**src/verilog/sacr_pkg.sv**
```systemverilog
package sacr_pkg;
	// node addressing
	localparam logic [5:0] ADDR_ZERO = 6'h00;
	localparam logic [5:0] ADDR_BCAST = 6'h3f;
	// register offsets
	localparam logic [7:0] OFF_DEV_STATUS = 8'h00;
	localparam logic [7:0] OFF_ALERT_STATUS = 8'h20;
	localparam logic [7:0] OFF_FAULT_STATUS = 8'h21;
	localparam logic [7:0] OFF_GATE = 8'h3a;
	localparam logic [7:0] OFF_ADDR_CTRL = 8'h3b;
	localparam logic [7:0] OFF_RESET = 8'h3c;
	localparam logic [7:0] OFF_BURN = 8'h3f;
	localparam logic [7:0] OFF_CFG_BASE = 8'h40;
	// command values
	localparam logic [7:0] GATE_UNLOCK = 8'h35;
	localparam logic [7:0] GATE_RELOAD = 8'h27;
	localparam logic [7:0] RESET_CMD = 8'ha5;
	localparam logic [7:0] BURN_CMD = 8'h91;
	// values after reset
	localparam logic [7:0] ALERT_RST = 8'h80;
	localparam logic [7:0] FAULT_RST = 8'h08;
	// field positions
	localparam int DS_AR = 6;
	localparam int DS_ALERT = 5;
	localparam int DS_FAULT = 4;
	localparam int DS_CORRECTED_ERROR_FLAG = 3;
	localparam int AS_ADDR_REQ = 7;
	localparam int AS_PARITY = 6;
	localparam int AS_ECC_ERR = 5;
	localparam int AS_I_FAULT = 4;
	localparam int FS_CRC = 0;
	localparam int AC_AR = 7;
	localparam int IO_CFG_IDX = 1;
	localparam int IO_CRC_DIS = 0;
	// protected register set and its otp word
	localparam int CFG_COUNT = 12;
	localparam int CFG_WRITABLE = 8;
	localparam int OTP_W = 13;
	localparam logic [11:0] HAM_M1 = 12'h555;
	localparam logic [11:0] HAM_M2 = 12'h666;
	localparam logic [11:0] HAM_M4 = 12'h878;
	localparam logic [11:0] HAM_M8 = 12'hf80;
	localparam logic [7:0] CRC_POLY = 8'h07;
	// packet lengths in whole bytes
	localparam logic [2:0] WR_BYTES_CRC = 3'h4;
	localparam logic [2:0] WR_BYTES_NOCRC = 3'h3;
	// synchroniser lanes
	localparam int SY_CS = 0;
	localparam int SY_SCLK = 1;
	localparam int SY_SDI = 2;
	localparam int SY_SDO = 3;
	localparam int SY_ALERT = 4;
	localparam int SY_PROG = 5;
	localparam int SY_N = 6;

	typedef enum logic [1:0] {
		PK_IDLE = 2'b00,
		PK_RECV = 2'b01,
		PK_READ = 2'b10,
		PK_SKIP = 2'b11
	} sacr_pk_t;
endpackage

```
**src/verilog/sacr_crc8.sv**
```systemverilog
`timescale 1ns/1ps
`default_nettype none
module sacr_crc8
	import sacr_pkg::*;
(
	input wire logic i_clk,
	input wire logic i_rst,
	input wire logic i_clear,
	input wire logic i_bit_en,
	input wire logic i_bit,
	output logic [7:0] o_crc
);
	logic [7:0] crc;
	logic [7:0] next_crc;

	// bit serial, msb first; running it over the trailing crc byte leaves zero
	assign next_crc = {crc[6:0], 1'b0} ^ ((crc[7] ^ i_bit) ? CRC_POLY : 8'h00);
	assign o_crc = crc;

	always_ff @(posedge i_clk or posedge i_rst) begin
		if (i_rst) begin
			crc <= 8'h00;
		end else if (i_clear) begin
			crc <= 8'h00;
		end else if (i_bit_en) begin
			crc <= next_crc;
		end
	end
endmodule
`default_nettype wire

```
**src/verilog/sacr_node.sv**
```systemverilog
`timescale 1ns/1ps
`default_nettype none
module sacr_node
	import sacr_pkg::*;
#(
	parameter int CFG_N = CFG_COUNT,
	parameter int CFG_WR = CFG_WRITABLE,
	localparam int OTP_BITS = CFG_N * OTP_W,
	localparam int SEL_W = $clog2(OTP_BITS)
) (
	input wire logic i_clk,
	input wire logic i_rst,
	input wire logic i_cs_south,
	input wire logic i_sclk_south,
	input wire logic i_sdi_south,
	output logic o_sdo_south,
	output logic o_cs_north,
	output logic o_sclk_north,
	output logic o_sdi_north,
	input wire logic i_sdo_north,
	input wire logic i_alert_north,
	output logic o_alert_south,
	output logic o_fault,
	input wire logic i_prog_supply,
	input wire logic i_otp_upset,
	input wire logic [SEL_W-1:0] i_otp_upset_sel,
	output logic [5:0] o_node_addr,
	output logic o_addr_assigned
);
	function automatic logic [12:0] ham_enc(input logic [7:0] d);
		logic [11:0] c;
		c = {d[7:4], 1'b0, d[3:1], 1'b0, d[0], 2'b00};
		c[0] = ^(c & HAM_M1);
		c[1] = ^(c & HAM_M2);
		c[3] = ^(c & HAM_M4);
		c[7] = ^(c & HAM_M8);
		return {^c, c};
	endfunction

	// returns {uncorrectable, corrected, data}
	function automatic logic [9:0] ham_dec(input logic [12:0] w);
		logic [11:0] c;
		logic [3:0] s;
		logic ov;
		logic err;
		c = w[11:0];
		s = {^(c & HAM_M8), ^(c & HAM_M4), ^(c & HAM_M2), ^(c & HAM_M1)};
		ov = ^w;
		err = ((s != 4'h0) && !ov) || (ov && (s > 4'hc));
		if (ov && !err && (s != 4'h0))
			c = c ^ (12'h001 << (s - 4'h1));
		return {err, ov && !err, c[11:8], c[6:4], c[2]};
	endfunction

	// pin synchronisers: stage one feeds stage two only
	logic [SY_N-1:0] sy1;
	logic [SY_N-1:0] sy2;
	logic [SY_N-1:0] sy3;

	always_ff @(posedge i_clk or posedge i_rst) begin
		if (i_rst) begin
			sy1 <= '0;
			sy2 <= '0;
			sy3 <= '0;
		end else begin
			sy1 <= {i_prog_supply, i_alert_north, i_sdo_north, i_sdi_south, i_sclk_south, i_cs_south};
			sy2 <= sy1;
			sy3 <= sy2;
		end
	end

	wire cs_rise = sy2[SY_CS] & ~sy3[SY_CS];
	wire cs_fall = ~sy2[SY_CS] & sy3[SY_CS];
	wire sclk_rise = sy2[SY_SCLK] & ~sy3[SY_SCLK];

	sacr_pk_t state;
	logic [2:0] bitcnt;
	logic [2:0] bytecnt;
	logic [6:0] rx;
	logic [7:0] hdr_addr;
	logic [7:0] hdr_off;
	logic [7:0] hdr_data;
	logic [7:0] shreg;
	logic [7:0] rd_ptr;
	logic [7:0] rd_byte;
	logic [7:0] crc;

	logic [5:0] node_addr;
	logic addr_assigned;
	logic [7:0] alert_status;
	logic [7:0] fault_status;
	logic [7:0] gate;
	logic unlock;
	logic corrected_error_flag;
	logic soft_rst;
	logic load_pending;
	logic [OTP_BITS-1:0] otp_mem;
	logic [CFG_N*8-1:0] cfg_flat;
	logic [CFG_N*8-1:0] dec_flat;
	logic [OTP_BITS-1:0] burn_vec;
	logic [CFG_N-1:0] cor_vec;
	logic [CFG_N-1:0] err_vec;
	logic [CFG_N-1:0] par_bad;
	logic [7:0] next_alert;
	logic [7:0] next_fault;

	wire [7:0] next_byte = {rx, sy2[SY_SDI]};
	wire byte_done = sclk_rise && (bitcnt == 3'h7);
	// only writes may use the broadcast address; two readers would collide
	wire accept = !next_byte[7] && ((next_byte[6:1] == node_addr) ||
		(next_byte[0] && (next_byte[6:1] == ADDR_BCAST)));
	wire crc_en = !cfg_flat[IO_CFG_IDX*8 + IO_CRC_DIS];
	wire pkt_end = cs_fall && (state == PK_RECV) && hdr_addr[0];
	wire crc_ok = crc_en ? ((bytecnt == WR_BYTES_CRC) && (bitcnt == 3'h0) && (crc == 8'h00))
		: (bytecnt >= WR_BYTES_NOCRC);
	wire wr_fire = pkt_end && crc_ok;
	wire crc_fail = pkt_end && crc_en && !crc_ok;
	wire [7:0] rd_sel = (state == PK_RECV) ? hdr_off : rd_ptr;
	wire [7:0] cfg_rd_idx = rd_sel - OFF_CFG_BASE;
	wire wr_addr = wr_fire && (hdr_off == OFF_ADDR_CTRL);
	wire wr_alert = wr_fire && (hdr_off == OFF_ALERT_STATUS);
	wire wr_fault = wr_fire && (hdr_off == OFF_FAULT_STATUS);
	wire wr_gate = wr_fire && (hdr_off == OFF_GATE);
	wire wr_reset = wr_fire && (hdr_off == OFF_RESET) && (hdr_data == RESET_CMD);
	wire otp_burned = |otp_mem;
	wire do_burn = wr_fire && (hdr_off == OFF_BURN) && (hdr_data == BURN_CMD) &&
		sy2[SY_PROG] && !otp_burned;
	wire any_cor = |cor_vec;
	wire any_err = |err_vec;
	wire [OTP_BITS-1:0] upset_mask = i_otp_upset ? (OTP_BITS'(1) << i_otp_upset_sel) : '0;
	wire [7:0] dev_status = (8'(addr_assigned) << DS_AR) | (8'(|alert_status) << DS_ALERT) |
		(8'(|fault_status) << DS_FAULT) | (8'(corrected_error_flag) << DS_CORRECTED_ERROR_FLAG);

	sacr_crc8 u_crc (
		.i_clk(i_clk),
		.i_rst(i_rst),
		.i_clear(cs_rise),
		.i_bit_en(sclk_rise && (state == PK_RECV)),
		.i_bit(sy2[SY_SDI]),
		.o_crc(crc)
	);

	// unmapped and write-only offsets read as zero
	always_comb begin
		rd_byte = 8'h00;
		case (rd_sel)
			OFF_DEV_STATUS: rd_byte = dev_status;
			OFF_ALERT_STATUS: rd_byte = alert_status;
			OFF_FAULT_STATUS: rd_byte = fault_status;
			OFF_GATE: rd_byte = gate;
			OFF_ADDR_CTRL: rd_byte = {addr_assigned, 1'b0, node_addr};
			default: begin
				if (cfg_rd_idx < 8'(CFG_N))
					rd_byte = cfg_flat[cfg_rd_idx*8 +: 8];
			end
		endcase
	end

	// packet receiver; a read's length byte lands in hdr_data unused, reads run until chip-select drops
	always_ff @(posedge i_clk or posedge i_rst) begin
		if (i_rst) begin
			state <= PK_IDLE;
			bitcnt <= 3'h0;
			bytecnt <= 3'h0;
			rx <= 7'h00;
			hdr_addr <= 8'h00;
			hdr_off <= 8'h00;
			hdr_data <= 8'h00;
			shreg <= 8'h00;
			rd_ptr <= 8'h00;
		end else if (cs_rise) begin
			state <= PK_RECV;
			bitcnt <= 3'h0;
			bytecnt <= 3'h0;
			hdr_addr <= 8'h00;
		end else if (cs_fall) begin
			state <= PK_IDLE;
		end else if (sclk_rise && (state != PK_IDLE)) begin
			rx <= next_byte[6:0];
			bitcnt <= bitcnt + 3'h1;
			if (byte_done && (bytecnt != 3'h7))
				bytecnt <= bytecnt + 3'h1;
			case (state)
				PK_RECV: begin
					if (byte_done && (bytecnt == 3'h0)) begin
						hdr_addr <= next_byte;
						if (!accept)
							state <= PK_SKIP;
					end
					if (byte_done && (bytecnt == 3'h1))
						hdr_off <= next_byte;
					if (byte_done && (bytecnt == 3'h2)) begin
						hdr_data <= next_byte;
						if (!hdr_addr[0]) begin
							state <= PK_READ;
							shreg <= rd_byte;
							rd_ptr <= hdr_off + 8'h01;
						end
					end
				end
				PK_READ: begin
					if (byte_done) begin
						shreg <= rd_byte;
						rd_ptr <= rd_ptr + 8'h01;
					end else begin
						shreg <= {shreg[6:0], 1'b0};
					end
				end
				default: begin
				end
			endcase
		end
	end

	// relay toward the next node; only a valid address lets selection pass north
	always_ff @(posedge i_clk or posedge i_rst) begin
		if (i_rst) begin
			o_cs_north <= 1'b0;
			o_sclk_north <= 1'b0;
			o_sdi_north <= 1'b0;
			o_sdo_south <= 1'b0;
		end else begin
			o_cs_north <= sy2[SY_CS] && (node_addr != ADDR_ZERO);
			o_sclk_north <= sy2[SY_SCLK];
			o_sdi_north <= sy2[SY_SDI];
			o_sdo_south <= (state == PK_READ) ? shreg[7] : sy2[SY_SDO];
		end
	end

	// status flags: a hardware set in the same cycle as a host clear wins
	always_comb begin
		next_alert = alert_status;
		if (wr_alert)
			next_alert = next_alert & ~(hdr_data & ~(8'h01 << AS_ADDR_REQ));
		if (wr_addr)
			next_alert[AS_ADDR_REQ] = 1'b0;
		if (|par_bad)
			next_alert[AS_PARITY] = 1'b1;
		if (load_pending && any_err) begin
			next_alert[AS_ECC_ERR] = 1'b1;
			next_alert[AS_I_FAULT] = 1'b1;
		end
		next_fault = fault_status;
		if (wr_fault)
			next_fault = next_fault & ~hdr_data;
		if (crc_fail)
			next_fault[FS_CRC] = 1'b1;
	end

	always_ff @(posedge i_clk or posedge i_rst) begin
		if (i_rst) begin
			alert_status <= ALERT_RST;
			fault_status <= FAULT_RST;
			node_addr <= ADDR_ZERO;
			addr_assigned <= 1'b0;
		end else if (soft_rst) begin
			alert_status <= ALERT_RST;
			fault_status <= FAULT_RST;
			node_addr <= ADDR_ZERO;
			addr_assigned <= 1'b0;
		end else begin
			alert_status <= next_alert;
			fault_status <= next_fault;
			if (wr_addr) begin
				node_addr <= hdr_data[5:0];
				addr_assigned <= 1'b1;
			end
		end
	end

	// gate, unlock and load sequencing
	always_ff @(posedge i_clk or posedge i_rst) begin
		if (i_rst) begin
			gate <= 8'h00;
			unlock <= 1'b0;
			soft_rst <= 1'b0;
			load_pending <= 1'b1;
			corrected_error_flag <= 1'b0;
		end else begin
			soft_rst <= wr_reset;
			load_pending <= soft_rst || (wr_gate && (hdr_data == GATE_RELOAD));
			if (soft_rst) begin
				gate <= 8'h00;
				unlock <= 1'b0;
			end else if (wr_fire) begin
				if (wr_gate)
					gate <= hdr_data;
				unlock <= wr_gate && (hdr_data == GATE_UNLOCK);
			end
			if (soft_rst)
				corrected_error_flag <= 1'b0;
			else if (load_pending && any_cor)
				corrected_error_flag <= 1'b1;
		end
	end

	// otp array starts unprogrammed; the upset input models a disturbed cell
	always_ff @(posedge i_clk or posedge i_rst) begin
		if (i_rst)
			otp_mem <= '0;
		else
			otp_mem <= (otp_mem | burn_vec) ^ upset_mask;
	end

	genvar gi;
	generate
		for (gi = 0; gi < CFG_N; gi = gi + 1) begin : g_cfg
			logic [7:0] val;
			logic par;
			logic [9:0] dec;
			assign dec = ham_dec(otp_mem[gi*OTP_W +: OTP_W]);
			assign cor_vec[gi] = dec[8];
			assign err_vec[gi] = dec[9];
			assign dec_flat[gi*8 +: 8] = dec[7:0];
			assign cfg_flat[gi*8 +: 8] = val;
			assign par_bad[gi] = par ^ (^val);
			assign burn_vec[gi*OTP_W +: OTP_W] = do_burn ? ham_enc(val) : '0;
			wire wr_me = wr_fire && unlock && (gi < CFG_WR) &&
				(hdr_off == OFF_CFG_BASE + 8'(gi));
			always_ff @(posedge i_clk or posedge i_rst) begin
				if (i_rst) begin
					val <= 8'h00;
					par <= 1'b0;
				end else if (load_pending) begin
					val <= dec[7:0];
					par <= ^dec[7:0];
				end else if (wr_me) begin
					val <= hdr_data;
					par <= ^hdr_data;
				end
			end
		end
	endgenerate

	assign o_alert_south = (|alert_status) || sy2[SY_ALERT];
	assign o_fault = fault_status[FS_CRC];
	assign o_node_addr = node_addr;
	assign o_addr_assigned = addr_assigned;
endmodule
`default_nettype wire

```
**config.mk**
```make
export PLATFORM = sky130hd
export DESIGN_NAME = sacr_node
export DESIGN_NICKNAME = d
export VERILOG_FILES = /design/src/verilog/sacr_pkg.sv /design/src/verilog/sacr_crc8.sv /design/src/verilog/sacr_node.sv
export SDC_FILE = /design/constraint.sdc
export NUM_CORES = 2
export LEC_CHECK = 0
export BUFFER_PORTS_ARGS = -buffer_cell sky130_fd_sc_hd__buf_2
export CAP_MARGIN = 25
export CORE_UTILIZATION = 59
export DETAILED_ROUTE_END_ITERATION = 8
export PLACE_DENSITY = 0.78
export SETUP_SLACK_MARGIN = 0.02
export SYNTH_ARGS = -nofsm -noshare
export SYNTH_HDL_FRONTEND = slang
export SYNTH_SLANG_ARGS = --single-unit
```
**constraint.sdc**
```tcl
create_clock -name i_clk -period 9.8 [get_ports i_clk]
set_input_delay 0.49 -clock i_clk [delete_from_list [all_inputs] [get_ports i_clk]]
set_output_delay 0.49 -clock i_clk [all_outputs]
set_load 0.02 [all_outputs]
```
After elaboration in Yosys (flattened, before gate mapping)
Index checks and enable logic that the tools add are counted.
{ "word_totals": {"ff_bits": 373, "output_inout_bits": 13} }
{ "classes": {"addsub": 17, "reduce_logical": 336, "muxes": 112, "order_cmp": 14, "eq_ne": 35, "bitwise_logic": 43, "shifts": 14} }
{ "ops": {"columns": ["op", "n"], "rows": [
  ["12-bit parity", 108],
  ["8-bit two-way mux", 33],
  ["8-bit parity", 25],
  ["13-bit two-way mux", 12],
  ["156-bit two-way mux", 1],
  ["156-bit OR", 1],
  ["156-bit OR reduction", 1],
  ["13-bit parity", 12],
  ["1-bit by 8-bit left shift with 156-bit output, first input constant", 1],
  ["156-bit bitwise XOR", 1],
  ["12-bit two-way mux", 12],
  ["1-bit by 4-bit left shift with 12-bit output, first input constant", 12],
  ["12-bit bitwise XOR", 12],
  ["8-bit by 6-bit == test with 1-bit output, second input constant", 12],
  ["96-bit by 12-bit indexed part select with 8-bit output", 1],
  ["1-bit logical AND", 88],
  ["8-bit by 7-bit == test with 1-bit output, second input constant", 8],
  ["4-bit > comparator, second input constant", 12],
  ["4-bit nonzero test", 12],
  ["4-bit by 1-bit subtractor with 4-bit output, second input constant", 12],
  ["2-bit nonzero test", 21],
  ["8-bit case mux with 5 select lines", 1],
  ["12-bit OR reduction", 3],
  ["1-bit two-way mux", 32],
  ["43 further kinds", 138]
]} }

Logic depth before layout (Yosys ltp)
{ "depth": {"word_depth": 12, "ltp_mapped": 15} }

Modules after synthesis
Synthesis repeated with hierarchy kept, for this count alone.
{ "hier_totals": {"hier_cells": 3012, "hier_area_um2": 27943.0} }
{ "modules_own_cells": {"columns": ["mod", "seq_area_each_um2", "instances", "area_per_inst_um2", "cells_per_inst"], "rows": [
  ["sacr_node", 9112.5, 1, 27566.4, 2979],
  ["sacr_crc8", 200.2, 1, 376.6, 33]
]} }

Least setup slack after synthesis
OpenSTA, ideal clock, no wires.
{ "synth_path": {"path_kind": "register -> register", "from": "register otp_mem[48]", "to": "register g_cfg[3].par", "synth_period_minus_slack_ps": 3619, "setup_ps": 126, "arrival_ps": 3493, "path_stages_with_launch": 15, "required_time_ps": 9674, "slack_ps": 6181, "cell_sequence": "dfrtp_1 inv_1 ha_1 xnor2_1 xor2_1 nand2_1 inv_1 ha_1 or4_1 a21oi_2 xnor2_1 xor2_1 xnor2_1 xnor3_1 a221o_1"} }
{ "synth_between": {"elab_chain_len": 10} }
{ "synth_rtl": {"columns": ["element", "line_no", "text"], "rows": [
  ["start, declared", "sacr_node.sv:97", "logic [OTP_BITS-1:0] otp_mem;"],
  ["start signal, assigned", "sacr_node.sv:302", "otp_mem <= (otp_mem | burn_vec) ^ upset_mask;"],
  ["12-bit parity / 13-bit parity (equally long branches)", "sacr_node.sv:47, sacr_node.sv:48", null],
  ["4-bit > comparator (tied with other cells)", "sacr_node.sv:49", "err = ((s != 4'h0) && !ov) || (ov && (s > 4'hc));"],
  ["1-bit logical AND", "sacr_node.sv:49", null],
  ["1-bit logical OR", "sacr_node.sv:49", null],
  ["1-bit zero test", "sacr_node.sv:50", "if (ov && !err && (s != 4'h0))"],
  ["1-bit logical AND (2 in a row)", "sacr_node.sv:50", null],
  ["12-bit two-way mux *", "sacr_node.sv:50", null],
  ["8-bit parity *", "sacr_node.sv:326", "par <= ^dec[7:0];"],
  ["1-bit two-way mux *", "sacr_node.sv:324", "end else if (load_pending) begin"],
  ["end signal, assigned", "sacr_node.sv:326", null],
  ["end signal, assigned", "sacr_node.sv:329", "par <= ^hdr_data;"],
  ["end, declared", "sacr_node.sv:309", "logic par;"]
]} }
Mark *: on every way between the ends. The rest lies on a longest branch, timed or not.
A chain may end at the register's enable or synchronous reset.

Worst setup path after layout
{ "layout_path": {"from": "register hdr_data[3]", "to": "register otp_mem[102]"} }
{ "layout_between": {"elab_chain_len": 7} }
{ "layout_rtl": {"columns": ["element", "line_no", "text"], "rows": [
  ["start, declared", "sacr_node.sv:82", "logic [7:0] hdr_data;"],
  ["start signal, assigned", "sacr_node.sv:193", "hdr_data <= next_byte;"],
  ["8-bit == test", "sacr_node.sv:126", "wire do_burn = wr_fire && (hdr_off == OFF_BURN) && (hdr_data == BURN_CMD) &&"],
  ["1-bit logical AND (2 in a row)", "sacr_node.sv:126", null],
  ["1-bit logical AND", "sacr_node.sv:127", "sy2[SY_PROG] && !otp_burned;"],
  ["13-bit two-way mux", "sacr_node.sv:317", "assign burn_vec[gi*OTP_W +: OTP_W] = do_burn ? ham_enc(val) : '0;"],
  ["156-bit OR", "sacr_node.sv:302", null],
  ["156-bit bitwise XOR", "sacr_node.sv:302", null]
]} }
Every way passes these cells.

==> results.md <==
| Result | Value | Unit |
| --- | --- | --- |
| Buffer type at the clock tree root | clkbuf_16 | - |
| Net switching fraction of the power | 38.6 | % |
| Global-route wire length before repair | 139000 | µm |
| CTS Buf Count | 43 | - |
| Boundary Pins | 30 | - |
| Final layout net count | 3177 | - |
| Internal Dissipation | 3.56 | mW |
| Yosys warning count | 0 | - |
| FILL cells | 3796 | - |
| Most area-consuming cells after synthesis | dfrtp_1 34%, xnor2_1 17%, a21oi_1 5.2%, xor2_1 5.0%, nor2_1 4.9% | - |
| Final weighted congestion of routability-driven global placement | 1.08 | - |
| Relative slew margins | 20.4 | % |
| Outcome | complete, but fails checks | - |
| Distinct cell type count after synthesis | 84 | - |
| Synthesized netlist cell count | 3119 | - |
| Max-slew violations | 0 | - |
| Row count | 78 | - |
| Worst EP required | 10.25 | ns |
| Async set-reset flop share out of synthesis | 100 | % |
| EDFF count, synth | 0 | - |
| Launch point of the worst reg-to-reg path | hdr_data[3] | - |
| Number of DRC violations after detailed-routing iteration 0 | 3252 | - |
| Hold Crit Depth | 0 | - |
| Final-layout worst hold slack | 0.351 | ns |
| Leakage dissipation | 12.8 | nW |
| Number of global-route vias before repair | 22896 | - |
| Crit Path Category | flop to flop | - |
| Kind of capture point of the worst setup path | flop | - |
| Arrival time of data at the critical path endpoint | 5.35 | ns |
| Period utilisation layout | 50.0 | % |
| Area of combinational cells with multiple inputs | 17000 | µm² |
| Sw power | 2.24 | mW |
| Total DRC errors in the routed layout | 1 | - |
| Worst min-delay path startpoint | sy1[2] | - |
| IO Port Bufs | 29 | - |
| Violated checks | design-rule violations | - |
| Synthesized area per cell | 8.83 | µm² |
| Initial cell density of the core | 60.3 | % |
| Post-DP HPWL | 67200 | µm |
| Finish-stage setup viols | 0 | - |
| Most area-hungry cell type in the Yosys netlist | dfrtp_1 | - |
| Maximum root-to-sink buffer count | 3 | - |
| Timing-limited maximum frequency | 0.204 | GHz |
| Routed wirelength normalized by instance count | 25.0 | µm |
| Overflow left after global routing | 0 | - |
| GRT Resource Usage Total | 39.0 | % |
| Net count of the mapped netlist | 3224 | - |
| Pwr dens | 196 | nW/µm² |
| DIE HEIGHT | 218 | µm |
| Part of the total power dissipated in combinational logic | 40.4 | % |
| Proportion of power drawn by the clock network | 29.6 | % |
| Transition at the pin with the smallest max-transition slack | 1.18 | ns |
| Number of search-and-repair iterations in the first detailed-routing pass | 9 | - |
| Fraction of layout cells with a size suffix above 1 | 5.94 | % |
| Die footprint | 47600 | µm² |
| Area growth from synthesis to final layout | 7.53 | % |
| Critical register-to-register path endpoint | otp_mem[102] | - |
| Max-cap violations | 0 | - |
| Total wire length | 92400 | µm |
| Antenna violations before repair | 4 | - |
| Worst reg-to-reg setup slack | 4.90 | ns |
| Total via count after detailed routing | 23760 | - |
| Worst Setup Start Kind | flop | - |
| Commonest register cell after synthesis | dfrtp_1 | - |
| Clock latency at the later pin of the worst-skew pair | 0.61 | ns |
| Antenna-violating nets left | 0 | - |
| Clock skew | 0.0362 | ns |
| Final number of hold-violating endpoints | 0 | - |
| Setup repair after global routing missed its margin | false | - |
| Register bit count reported by yosys | 372 | - |
| PostCTS Resize Cnt | 0 | - |
| TritonCTS clock tree | built | - |
| Setup TNS after final layout | 0 | ns |
| Number of clock sinks | 372 | - |
| Hold endpoint | sy2[2] | - |
| Shortest clock period the worst path allows after layout | 4.90 | ns |
| Top cells by instance count after synthesis | 543 x xnor2_1, 369 x dfrtp_1, 356 x nor2_1 | - |
| Largest net degree at the start of global routing | 160 | - |
| Die Span X | 218 | µm |
| Core Box Area | 45700 | µm² |
| Highest net fanout along the worst path | 72 | - |
| Most instantiated library cell after synthesis | xnor2_1 | - |
| Fraction of the yosys area taken by sequential cells | 33.8 | % |
| Maximum ir drop on the vdd rail | 160 | µV |
| Footprint of the flip-flops and latches | 9320 | µm² |
| Cell count of the worst reg-to-reg path | 12 | - |
| Number of H-tree levels | 2 | - |
| Flop pwr share | 30.0 | % |
| Avg Vias per Cell | 6.42 | - |
| Portion of synthesized cell area occupied by the leading cell type | 33.5 | % |
| Synthesized area | 27500 | µm² |
| Tightest Hold Check Type | flop to flop | - |
| Clock-pin slew of the registers on the worst-case setup and hold paths | 0.06 | ns |
==> worst max-delay path by stage <==
stage                      from         endpoint  slack (ns)  cells after the start
CTS                 hdr_data[3]     otp_mem[102]        5.23                     12
global route        hdr_data[3]     otp_mem[102]        4.92                     12
floorplan                 i_rst  alert_status[0]        4.32                      1
global placement    hdr_data[3]     otp_mem[154]        5.27                     12
detailed placement  hdr_data[3]      otp_mem[92]        5.26                     12
finish              hdr_data[3]     otp_mem[102]        4.90                     12
==> state kept, by name (all words and copies together), names as in the netlist, 2 cells and up <==
signal / flops
rd_ptr: 8
sy2: 6
shreg: 8
fault_status: 8
hdr_data: 8
bitcnt: 3
rx: 7
alert_status: 8
g_cfg.val: 96
bytecnt: 3
sy1: 6
o_node_addr: 6
g_cfg.par: 12
state: 2
gate: 8
hdr_off: 8
u_crc.o_crc: 8
otp_mem: 156
==> worst max-delay path, cell delays in order (launching register included) <==
cell,delay [ns]
dfrtp_1,0.58
inv_1,0.54
ha_1,0.28
nand4_1,0.30
nor4_1,0.69
nand4_1,0.18
nor3_1,0.22
nand4_1,0.28
buf_4,0.37
nor2_4,0.12
buf_4,0.71
a21oi_1,0.22
xnor2_1,0.17
==> power by group through the flow <==
stage	sequential [mW]	clock (mW)	combinational [mW]
2_1_floorplan	1.71	0	1.75
3_3_place_gp	1.76	0	2.19
3_5_place_dp	1.76	0	2.26
4_1_cts	1.74	1.72	2.28
5_1_grt	1.75	1.78	2.50
6_report	1.74	1.72	2.34
==> kinds of logic after synthesis <==
kind of cell             after synthesis  synth area share (%)
flip-flops                           372                  33.8
adder cells (fa/ha/maj)               88                  4.00
multiplexers                          84                  3.19
AND/OR/NAND/NOR                      904                  15.2
buffers and inverters                322                  4.47
XOR/XNOR                             755                  26.6
AO/OA/AOI/OAI                        594                  12.8
==> layout by cell type, fill, tap and decap left out, drive strengths merged, types with 6 or more instances in the layout <==
cell / n
a21oi: 289
xor2: 159
ha: 88
a22oi: 50
nand3: 73
and2: 18
nor4b: 8
a31oi: 14
nand2: 209
nand3b: 6
or3: 10
o211ai: 9
mux2i: 53
dfrtp: 369
a211oi: 30
buf: 54
inv: 170
o21ai: 100
or2: 8
o2111ai: 7
o31ai: 19
bufinv: 7
clkbuf: 52
a21o: 8
nand2b: 29
nor2: 356
nand4: 41
dlygate4sd3: 7
clkinv: 8
xnor2: 550
o22ai: 18
nor3: 54
xnor3: 41
nor3b: 10
nor2b: 30
nor4: 23
and3: 12
mux2: 31
==> stage by stage <==
stage	total power, mW	area [µm²]	std cells	utilization, %	setup slack, ns
finish	5.80	29600	3700	64.9	4.90
global route	6.04	29600	3697	64.8	4.92
CTS	5.73	29600	3694	64.8	5.23
detailed placement	4.02	28100	3617	61.5	5.26
global placement	3.94	28000	3615	61.4	5.27
floorplan	3.46	27600	3119	-	4.32
==> area by class of cell <==
type | count | share of cell area, %
inverter | 169 | 2.15
tap | 600 | 2.53
clock buffer | 52 | 3.88
antenna | 3 | 0.0253
multi-input combinational | 2425 | 57.4
clock inverter | 18 | 0.967
timing repair buffer | 61 | 1.54
sequential | 372 | 31.4
==> routing by layer <==
metal / vias to the layer above / track usage, % / part of all wire, %
met5: - / 0 / 0.013
met4: 2 / 22.2 / 6.7
met3: 363 / 10.9 / 11
met2: 1390 / 58.5 / 43
met1: 11576 / 50.5 / 39
li1: 10429 / - / -
==> timing repair <==
action | 4_1_cts | 5_1_grt
setup endpoints to repair | 0 | 0
hold endpoints to repair | 15 | 0
setup buffers | 0 | 0
hold buffers | 7 | 0
Power figures use the tool's default switching activity.
